## src/hdl/lmc_pkg.sv

```systemverilog
// package: constants and carrier types for the load modulation mode control block
package lmc_pkg;
  // timing in milliseconds and the system clock rate
  localparam int unsigned CLK_HZ = 10000000;
  localparam int unsigned SPACING_MS = 25;
  localparam int unsigned WINDOW_MS = 250;
  localparam int unsigned SPACING_CYC = (CLK_HZ / 1000) * SPACING_MS;
  localparam int unsigned WINDOW_CYC = (CLK_HZ / 1000) * WINDOW_MS;
  localparam int unsigned PULSE_MIN = 8;
  localparam int unsigned AC_DIV = 8;
  localparam int unsigned CNT_W = 24;
  localparam int unsigned PCNT_W = 4;
  localparam int unsigned TGT_W = 16;
  // rectified supply target: resistor value divided by this
  localparam int unsigned TARGET_DIV = 5000;
  // register map (word offsets are byte addresses)
  localparam logic [7:0] ADDR_CTRL = 8'h00;
  localparam logic [7:0] ADDR_STAT = 8'h04;
  localparam logic [7:0] ADDR_IRQ = 8'h08;
  localparam logic [7:0] ADDR_MASK = 8'h0C;
  localparam logic [7:0] ADDR_TGT = 8'h10;
  // interrupt bit positions
  localparam int unsigned IRQ_TO_BYP = 0;
  localparam int unsigned IRQ_TO_SA = 1;
  localparam int unsigned IRQ_ALERT = 2;
  localparam int unsigned IRQ_W = 3;
  localparam logic [31:0] UNMAPPED_DATA = 32'h0000_0000;

  // modulator ownership, gray along standalone -> bypass -> grounded
  typedef enum logic [1:0] {
    LMC_ST_STANDALONE = 2'b00,
    LMC_ST_BYPASS = 2'b01,
    LMC_ST_GROUNDED = 2'b11
  } lmc_mode_t;

  // analogue status taken in from the supply monitors
  typedef struct packed {
    logic cfg_grounded;
    logic supply_por_ok;
    logic supply_above_on;
    logic supply_above_off;
    logic ac_present;
  } lmc_ana_t;

  // whole state of the control block except the supply target, which is held in its own register
  typedef struct packed {
    lmc_mode_t mode;
    logic mod_s1;
    logic mod_s2;
    logic mod_s3;
    logic [CNT_W-1:0] gap_cnt;
    logic [CNT_W-1:0] win_cnt;
    logic [PCNT_W-1:0] pulse_cnt;
    logic [PCNT_W-1:0] win_pulses;
    logic ac_s1;
    logic ac_s2;
    logic ac_s3;
    logic [1:0] ac_div;
    logic ac_div_out_a_lvl;
    logic buck_on;
    logic dummy_load;
    logic sw_on;
    logic alert_lvl;
    logic [IRQ_W-1:0] irq_stat;
    logic [IRQ_W-1:0] irq_mask;
    logic irq;
    logic force_sa;
    logic ack;
    logic [31:0] dat;
  } lmc_state_t;
endpackage

```

## src/hdl/lmc_mode_ctrl.sv

```systemverilog
// load modulation mode control: ownership of the modulation switches and helpers
// What this block does
// - config pin below 250mV selects bypass
// - grounded config gives the switches to the host input, never the integrated modulator, for as long as the strap holds
// - resistor config starts standalone after reset
// - standalone supply target is resistor over 5000
// - standalone modulator regulates supply autonomously
// - eight pulses under 25ms apart enter bypass
// - under eight pulses per 250ms returns standalone
// - bypass: host input high closes switches
// - both switches grounded together, momentarily
// - dummy 10mA load while buck is off
// - buck on above 4V, hysteresis, off without AC
// - open-drain output at AC frequency over 8
// - alert pulled low only on transmitter command
// - logic held in reset until supply passes POR
`timescale 1ns/10ps

// operating notes for whoever picks this block up next
//
// ownership of the two load switches
//   the mode register says who drives the switches. in standalone the
//   integrated modulator bit (modulator_drive_i) is copied to both switches
//   one cycle late. in bypass and grounded the synchronised host input is
//   copied instead, three cycles after the pin, through the same flops that
//   feed the pulse counter, so the switches and the counter agree on what
//   the host did.
//
// strap handling
//   the grounded strap is a level that is looked at on every clock, not
//   only once after reset. a strap that drops away mid-run returns the
//   block to standalone, which is the safe owner when nobody else is known
//   to be alive. while the strap holds, neither the handover counter nor
//   the fallback window can move the mode away from grounded.
//
// handover counting
//   one pulse is one rising edge of the synchronised host input. the gap
//   timer saturates at the spacing limit, so a long silence is never
//   mistaken for a short one after a wrap. a pulse that comes after too
//   long a gap starts a new run counted from one, not from zero, because
//   that pulse itself belongs to the new run.
//
// fallback window
//   in bypass a free-running window counts pulses. the count taken at the
//   window's last cycle includes a pulse that lands in that same cycle;
//   only after the decision is the count cleared for the next window.
//   the window is restarted from zero on every entry to bypass, so a host
//   that hands over late in a window is not judged on a short window.
//
// limitations
//   the host input and the ac clock are sampled by this clock, so both
//   must stay well below half of it; pulses narrower than a clock period
//   can be lost. the supply target is a plain integer quotient and drops
//   any fraction of the divisor.
//
// register bus
//   every request is answered one cycle after it is taken, with no other
//   wait states. a write lands at the edge that takes the request; read
//   data is captured at that same edge and stands together with ack.
//   only the low byte lane carries writable bits, so sel[0] gates writes.
//
// interrupts
//   three sticky status bits: entry to bypass, return to standalone and
//   a new alert command. writing a one clears a bit, but an event in the
//   same cycle wins over the clear so that no event is ever lost. the
//   irq output is registered from the next status and mask, so it changes in the same cycle as they do.
//
// open-drain outputs
//   both open-drain pins drive a constant low and are switched by their
//   output enables; an enable that is high pulls the pin down. reset
//   leaves the alert pin released, as the host may be starting then.
//
// reset
//   the block is held in reset while the supply is below the power-on
//   level, in addition to the ordinary reset input. all state returns to
//   standalone with the gap timer parked at its limit and the window timer at zero.
//
module lmc_mode_ctrl
  import lmc_pkg::*;
#(
  parameter int unsigned SPACING_CYCLES = SPACING_CYC,
  parameter int unsigned WINDOW_CYCLES = WINDOW_CYC
) (
  // clock and reset
  input wire logic sys_clk_i,
  input wire logic sys_rst_i,
  // analogue monitors and pins
  input wire lmc_ana_t ana_i,
  input wire logic [31:0] config_resistor_i,
  input wire logic host_modulation_input_i,
  input wire logic ac_clk_i,
  input wire logic modulator_drive_i,
  input wire logic alert_cmd_i,
  // wishbone slave
  input wire logic wb_cyc_i,
  input wire logic wb_stb_i,
  input wire logic wb_we_i,
  input wire logic [7:0] wb_adr_i,
  input wire logic [3:0] wb_sel_i,
  input wire logic [31:0] wb_dat_i,
  output logic [31:0] wb_dat_o,
  output logic wb_ack_o,
  // switches and outputs
  output logic load_switch_one_o,
  output logic load_switch_two_o,
  output logic ac_div_out_a_o,
  output logic ac_div_out_a_oe_o,
  output logic host_alert_n_o,
  output logic host_alert_n_oe_o,
  output logic buck_enable_o,
  output logic dummy_load_en_o,
  output logic [TGT_W-1:0] supply_target_o,
  output logic standalone_o,
  output logic irq_o
);

  lmc_state_t st_reg, st_next;
  logic [TGT_W-1:0] target_reg;
  logic rst_all;
  logic host_rise;
  logic ac_rise;
  logic req;
  logic [IRQ_W-1:0] evt;
  logic [31:0] rdat;

  // internal logic stays in reset until the supply clears the POR level
  assign rst_all = sys_rst_i | ~ana_i.supply_por_ok;

  // read multiplexer as a function of address
  function automatic logic [31:0] rd_mux(input lmc_state_t s, input logic [7:0] a,
                                         input logic [TGT_W-1:0] t);
    logic [31:0] r;
    r = UNMAPPED_DATA;
    if (a == ADDR_CTRL) begin
      r[0] = s.force_sa;
    end else if (a == ADDR_STAT) begin
      r[1:0] = s.mode;
      r[2] = s.buck_on;
      r[3] = s.dummy_load;
      r[7:4] = s.pulse_cnt;
      r[11:8] = s.win_pulses;
    end else if (a == ADDR_IRQ) begin
      r[IRQ_W-1:0] = s.irq_stat;
    end else if (a == ADDR_MASK) begin
      r[IRQ_W-1:0] = s.irq_mask;
    end else if (a == ADDR_TGT) begin
      r[TGT_W-1:0] = t;
    end
    return r;
  endfunction

  // next state
  always_comb begin
    st_next = st_reg;
    evt = '0;
    req = wb_cyc_i & wb_stb_i & ~st_reg.ack;
    // three flops; the first is only read by the second
    st_next.mod_s1 = host_modulation_input_i;
    st_next.mod_s2 = st_reg.mod_s1;
    st_next.mod_s3 = st_reg.mod_s2;
    host_rise = st_reg.mod_s2 & ~st_reg.mod_s3;
    st_next.ac_s1 = ac_clk_i;
    st_next.ac_s2 = st_reg.ac_s1;
    st_next.ac_s3 = st_reg.ac_s2;
    ac_rise = st_reg.ac_s2 & ~st_reg.ac_s3;
    rdat = rd_mux(st_reg, wb_adr_i, target_reg);

    // the gap timer saturates rather than wraps, so a long silence stays long
    if (st_reg.gap_cnt != CNT_W'(SPACING_CYCLES)) begin
      st_next.gap_cnt = st_reg.gap_cnt + 1'b1;
    end
    case (st_reg.mode)
      LMC_ST_STANDALONE: begin
        if (host_rise) begin
          st_next.gap_cnt = '0;
          // gap too long restarts the run with this pulse as the first
          if (st_reg.gap_cnt >= CNT_W'(SPACING_CYCLES) && st_reg.pulse_cnt != '0) begin
            st_next.pulse_cnt = PCNT_W'(1);
          end else begin
            st_next.pulse_cnt = st_reg.pulse_cnt + 1'b1;
          end
          if (st_next.pulse_cnt >= PCNT_W'(PULSE_MIN) && !st_reg.force_sa) begin
            st_next.mode = LMC_ST_BYPASS;
            st_next.pulse_cnt = '0;
            st_next.win_cnt = '0;
            st_next.win_pulses = '0;
            evt[IRQ_TO_BYP] = 1'b1;
          end
        end
      end
      LMC_ST_BYPASS: begin
        st_next.win_cnt = st_reg.win_cnt + 1'b1;
        if (host_rise && st_reg.win_pulses != PCNT_W'(PULSE_MIN)) begin
          st_next.win_pulses = st_reg.win_pulses + 1'b1;
        end
        if (st_reg.win_cnt == CNT_W'(WINDOW_CYCLES - 1)) begin
          // judge the window, counting a pulse of this very cycle, then clear it
          if (st_next.win_pulses < PCNT_W'(PULSE_MIN) || st_reg.force_sa) begin
            st_next.mode = LMC_ST_STANDALONE;
            st_next.gap_cnt = CNT_W'(SPACING_CYCLES);
            st_next.pulse_cnt = '0;
            evt[IRQ_TO_SA] = 1'b1;
          end
          st_next.win_cnt = '0;
          st_next.win_pulses = '0;
        end
      end
      default: begin
        st_next.mode = LMC_ST_GROUNDED;
      end
    endcase

    // strap is a level, watched every cycle; it overrides any handover
    if (ana_i.cfg_grounded) begin
      st_next.mode = LMC_ST_GROUNDED;
    end else if (st_reg.mode == LMC_ST_GROUNDED) begin
      st_next.mode = LMC_ST_STANDALONE;
    end

    // switch drive: both together, only while a modulation bit is active
    if (st_reg.mode == LMC_ST_STANDALONE) begin
      st_next.sw_on = modulator_drive_i;
    end else begin
      st_next.sw_on = st_reg.mod_s2;
    end

    // buck enable with hysteresis; AC loss forces off
    if (!ana_i.ac_present) begin
      st_next.buck_on = 1'b0;
    end else if (ana_i.supply_above_on) begin
      st_next.buck_on = 1'b1;
    end else if (!ana_i.supply_above_off) begin
      st_next.buck_on = 1'b0;
    end
    st_next.dummy_load = ~st_next.buck_on;

    // divide by 8: toggle every 4 AC rising edges
    if (ac_rise) begin
      st_next.ac_div = st_reg.ac_div + 1'b1;
      if (st_reg.ac_div == 2'(AC_DIV / 2 - 1)) begin
        st_next.ac_div_out_a_lvl = ~st_reg.ac_div_out_a_lvl;
      end
    end

    st_next.alert_lvl = alert_cmd_i;
    evt[IRQ_ALERT] = alert_cmd_i & ~st_reg.alert_lvl;

    // wishbone: one wait state, ack one cycle
    st_next.ack = req;
    if (req) begin
      st_next.dat = rdat;
    end
    if (req && wb_we_i && wb_sel_i[0]) begin
      if (wb_adr_i == ADDR_CTRL) begin
        st_next.force_sa = wb_dat_i[0];
      end else if (wb_adr_i == ADDR_IRQ) begin
        st_next.irq_stat = st_reg.irq_stat & ~wb_dat_i[IRQ_W-1:0];
      end else if (wb_adr_i == ADDR_MASK) begin
        st_next.irq_mask = wb_dat_i[IRQ_W-1:0];
      end
    end
    // set wins over a clear in the same cycle
    st_next.irq_stat = st_next.irq_stat | evt;
    st_next.irq = |(st_next.irq_stat & st_next.irq_mask);
  end

  // state register; strap followed on every clock from the first clock after reset release
  always_ff @(posedge sys_clk_i) begin
    if (rst_all) begin
      st_reg <= '0;
      st_reg.gap_cnt <= CNT_W'(SPACING_CYCLES);
      target_reg <= '0;
    end else begin
      st_reg <= st_next;
      target_reg <= TGT_W'(config_resistor_i / TARGET_DIV);
    end
  end

  // outputs straight from flops
  assign load_switch_one_o = st_reg.sw_on;
  assign load_switch_two_o = st_reg.sw_on;
  assign ac_div_out_a_o = 1'b0;
  assign ac_div_out_a_oe_o = ~st_reg.ac_div_out_a_lvl;
  assign host_alert_n_o = 1'b0;
  assign host_alert_n_oe_o = st_reg.alert_lvl;
  assign buck_enable_o = st_reg.buck_on;
  assign dummy_load_en_o = st_reg.dummy_load;
  assign supply_target_o = target_reg;
  assign standalone_o = (st_reg.mode == LMC_ST_STANDALONE);
  assign irq_o = st_reg.irq;
  assign wb_ack_o = st_reg.ack;
  assign wb_dat_o = st_reg.dat;

endmodule

```

## config.mk

```make
export PLATFORM = sky130hd
export DESIGN_NAME = lmc_mode_ctrl
export DESIGN_NICKNAME = d
export VERILOG_FILES = /design/src/hdl/lmc_pkg.sv /design/src/hdl/lmc_mode_ctrl.sv
export SDC_FILE = /design/constraint.sdc
export NUM_CORES = 1
export LEC_CHECK = 0
export BUFFER_PORTS_ARGS = -buffer_cell sky130_fd_sc_hd__buf_4
export CORE_MARGIN = 5
export CORE_UTILIZATION = 65
export CTS_CLUSTER_SIZE = 25
export DETAILED_ROUTE_END_ITERATION = 8
export PLACE_DENSITY_LB_ADDON = 0.05
export SETUP_SLACK_MARGIN = 0.4
export SYNTH_ARGS = -nofsm -noshare
export SYNTH_HDL_FRONTEND = slang
export SYNTH_SLANG_ARGS = --single-unit
```

## constraint.sdc

```tcl
create_clock -name sys_clk_i -period 32.3 [get_ports sys_clk_i]
set_clock_uncertainty 0.05 [all_clocks]
set_input_delay 3.23 -clock sys_clk_i [delete_from_list [all_inputs] [get_ports sys_clk_i]]
set_output_delay 3.23 -clock sys_clk_i [all_outputs]
set_load 0.005 [all_outputs]
```

# Word-level counts from Yosys, hierarchy flattened
# Index checks and enable logic that the tools add are counted.
[classes] n_addsub=5 div_mod_pow=1 order_cmp=3 n_eq_ne=18 mux=43 bitwise_logic=17 reduce_logical=17
[op_table] operator="$mux 56" n=2
[op_table] operator="$pmux 56 s2" n=1
[op_table] operator="$add 24x1->24 const B" n=2
[op_table] operator="$mux 24" n=2
[op_table] operator="$div 32x13->32 const B" n=1
[op_table] operator="$mux 32" n=1
[op_table] operator="$mux 4" n=7
[op_table] operator="$mux 13" n=2
[op_table] operator="$eq 24x22->1 const B" n=1
[op_table] operator="$ge 24x18->1 const B" n=1
[op_table] operator="$ne 24x18->1 const B" n=1
[op_table] operator="$eq 8x4->1 const B" n=2
[op_table] operator="$mux 16" n=1
[op_table] operator="$mux 15" n=1
[op_table] operator="$mux 3" n=5
[op_table] operator="$mux 12" n=1
[op_table] operator="$mux 2" n=6
[op_table] operator="$mux 6" n=2
[op_table] operator="$ne 4x4->1 const B" n=3
[op_table] operator="$mux 1" n=11
[op_table] operator="$add 4x1->4 const B" n=2
[op_table] operator="$eq 8x3->1 const B" n=1
[op_table] operator="$eq 8x5->1 const B" n=1
[op_table] operator="$logic_not 8->1" n=1
[op_table] operator="25 further kinds" n=46
[word_totals] register_bits=112 input_bits=90 output_inout_bits=59 wordCells=128

# Longest topological paths before layout
[depth] depth_word=13 mapped_depth=76 ltp_nobuf=63

# Worst setup path after synthesis
# Ideal clock, no wire load.
[synth_timing] kind="input to register" start="in config_resistor_i[24]" end="reg target_reg[0], in the netlist supply_target_o[0]" setup_ns=0.130 arrival_time_ns=19.246 required_time_ns=32.120 path_slack_ns=12.874 stages=70 n_path_buf=7 path_cell_list="buf_6 -> or4b_4 -> nor4b_2 -> o32a_2 -> o31ai_4 -> or4b_4 -> a21oi_4 -> a21oi_2 -> mux2i_2 -> nor4_2 -> o211a_2 -> nor3_2 -> or3_1 -> buf_2 -> o211a_4 -> a211oi_4 -> and2_1 -> buf_4 -> [34 not listed] -> xnor2_1 -> a311o_1 -> a21oi_2 -> nor2_2 -> o41a_1 -> a211o_1 -> a31oi_4 -> o21a_1 -> a2bb2oi_1 -> maj3_2 -> xnor2_2 -> a21oi_1 -> a2111o_1 -> and3_1 -> buf_2 -> mux4_2 -> a41oi_1 -> o31ai_1"
[synth_via] elab_chain_len=1
[synth_lines] item="start, declared" line="lmc_mode_ctrl.sv:89" source="input wire logic [31:0] config_resistor_i,"
[synth_lines] item="$div 32x13->32" line="lmc_mode_ctrl.sv:275" source="target_reg <= TGT_W'(config_resistor_i / TARGET_DIV);"
[synth_lines] item="end signal, assigned" line="lmc_mode_ctrl.sv:275"
[synth_lines] item="end, declared" line="lmc_mode_ctrl.sv:118" source="logic [TGT_W-1:0] target_reg;"
# No other way between the ends.
# A chain may end at the register's enable or synchronous reset.

# Worst setup path in the final report
[layout_timing] start="in config_resistor_i[25]" end="reg target_reg[0], in the netlist supply_target_o[0]"
# Same word-level chain as after synthesis.

==> flow_metrics.tcl <==
set metrics [dict create \
    largest_reg_flops 70 \
    hold_buffers 0 \
    synth_top_cell_by_area "dfxtp_1" \
    antenna_found_initial 0 \
    maxSlewHeadroom 0.279 \
    cap_violations 0 \
    reg2reg_setup_slack_ns 28.60 \
    synth_top_area_share 0.177 \
    clkTransAtPathRegs_ns 0.07 \
    max_clock_freq_mhz 44.4 \
    insertedDiodeCount 0 \
    async_flop_share 0 \
    crit_path_top_delay_cell "a222oi_1" \
    drc 0 \
    worst-path-max-fanout 15 \
    critPathKind "input port to register" \
    fin_crit_sh 0.697 \
    synth-main-ff-cell "dfxtp_1" \
    arrival_ns 22.69 \
    fin_area_um2 13500 \
    post_layout_nonfiller_instances 1999 \
    grt_pass1_wl_um 56000 \
    synth.distinct_cells 135 \
    clk_latency_ns 0.36 \
    cpPeakStageDelay_ns 0.76 \
    worst_pin_slew_ns 1.08 \
    first_pass_iters 6 \
    rows 51 \
    grtUsageTotal 0.295 \
    hp-class "register to register" \
    cts_setup_buffers 0 \
    vias_per_cell 6.52 \
    die_y_um 149 \
    pre_cts_ws_ns 9.82 \
    wl_per_cell_um 17.0 \
    dp_hpwl_um 26300 \
    ios 149 \
    crit_path_end_kind "register" \
    die_x_um 149 \
    clkSinkCount 112 \
    setup_viol 0 \
    place_inst 1984 \
    core_um2 19300 \
    synth_area_leaders "dfxtp_1 18%, nor2_1 6.0%, xnor2_1 4.9%, nand2_1 4.0%, a21oi_1 3.8%" \
    gp_congestion 0.954 \
    htree_levels 3 \
    grt_pass1_vias 11700 \
    synthCells 1707 \
    cts_buffer_depth 2 \
    cts_made_buffers 9 \
    port_buffers 95 \
    ys_seq_area_frac 0.177 \
    seqCellArea_um2 2240 \
    yosysMostFrequentCell "nor2_1" \
    cp-start-kind "input port" \
    start_util 0.654 \
    yosys_warnings 0 \
    slew_violations 0 \
    multi_input_area_um2 9690 \
    dpl_cell_area_um2 13200 \
    grt_max_degree 57 \
    synth_area_um2 12600 \
    die_area_um2 22300 \
    fin_nets 1828 \
    synth_common_cells "202 x nor2_1, 136 x nand2_1, 112 x dfxtp_1" \
    tns_ns 0 \
    drive_above_1_share 0.149 \
    fillers 1721 \
    crit_family "compound AO/OA/AOI/OAI gates" \
    finalWorstSetupSlack_ns 9.78 \
    cts_tree "built" \
    avgSynthCellArea_um2 7.41 \
    gr-total-overflow 0 \
    ant_nets 0 \
    cts_resized 0 \
    area_delta_synth_final_pct 6.78 \
    via_count 13000 \
    rsz0062_at_grt "no" \
    dr.first_iter.drc_count 1113 \
    hold_viol_final 0 \
    wirelength_um 34100 \
    outcome "finished, final reports clean" \
    synth-seq-cells 112 \
    cts-root-buf "clkbuf_16" \
    crit_required_ns 32.46 \
    cp_num_buf_inv 1 \
    cp_common_cell "a21oi_1" \
    min_period_ns 22.52 \
    synth_edf_count 0 \
]
[layout by cell type, fill, tap and decap left out, types with 30 or more instances in the layout]
| master | synthesis | layout |
|---|---|---|
| nor3_1 | 64 | 64 |
| and2_1 | 37 | 37 |
| nor2_1 | 202 | 202 |
| o21ai_0 | 72 | 72 |
| inv_1 | 52 | 52 |
| a21oi_1 | 97 | 97 |
| xnor2_1 | 71 | 71 |
| dfxtp_1 | 112 | 112 |
| and3_1 | 30 | 30 |
| xor2_1 | 47 | 47 |
| nand3_1 | 80 | 80 |
| buf_4 | 41 | 102 |
| nand2_1 | 136 | 136 |
[worst reg2reg max path, cell delays in order (launching register included)]
cell     delay, ns
dfxtp_1       0.34
nor4_1        0.46
nand2_1       0.10
a21oi_1       0.17
nor2_1        0.06
nor2_1        0.11
a21oi_1       0.09
nor3_1        0.45
a21o_1        0.22
nor2b_1       0.40
and2_0        0.36
nor2b_1       0.41
nand3_1       0.15
xor2_1        0.16
nor2_1        0.05
[path summary, 6_finish.rpt]
kind                         start                  to  cells after the start
min reg2reg           st_next[108]        st_next[107]                      1
max          config_resistor_i[25]  supply_target_o[0]                     64
max reg2reg             st_reg[93]          st_reg[77]                     14
min                   st_next[108]        st_next[107]                      1
[layout make-up]
type	count	share of cell area
clock inverter	6	0.00399
multi-input combinational	1453	0.717
sequential	112	0.166
timing repair buffer	102	0.0567
inverter	52	0.0145
clock buffer	9	0.0167
tap	265	0.0246
[metal layers]
layer / vias up / share of wire / global-route usage
li1: 6379 / - / -
met1: 6164 / 0.45 / 0.409
met2: 444 / 0.46 / 0.485
met3: 53 / 0.064 / 0.0336
met4: 0 / 0.025 / 0.0865
met5: - / 0 / 0
[metrics by stage]
step            util  hold WS (ns)
6_report       0.698         0.379
5_1_grt        0.698         0.407
4_1_cts        0.698         0.384
3_5_place_dp   0.684         0.367
3_3_place_gp   0.684         0.360
2_1_floorplan      -         0.356
[cell families (layout without fill, tap and decap cells)]
kind of cell / Yosys count / in the layout / synth area share
AO/OA/AOI/OAI: 533 / 533 / 0.327
adder cells (fa/ha/maj): 17 / 17 / 0.0153
other: 1 / 18 / 0.000297
buffers and inverters: 159 / 169 / 0.0618
AND/OR/NAND/NOR: 719 / 719 / 0.288
multiplexers: 41 / 41 / 0.0370
flip-flops: 112 / 112 / 0.177
XOR/XNOR: 125 / 125 / 0.0925
Power is not shown: default switching activity piles up to over one toggle a cycle in this logic, so the estimate is an artifact.
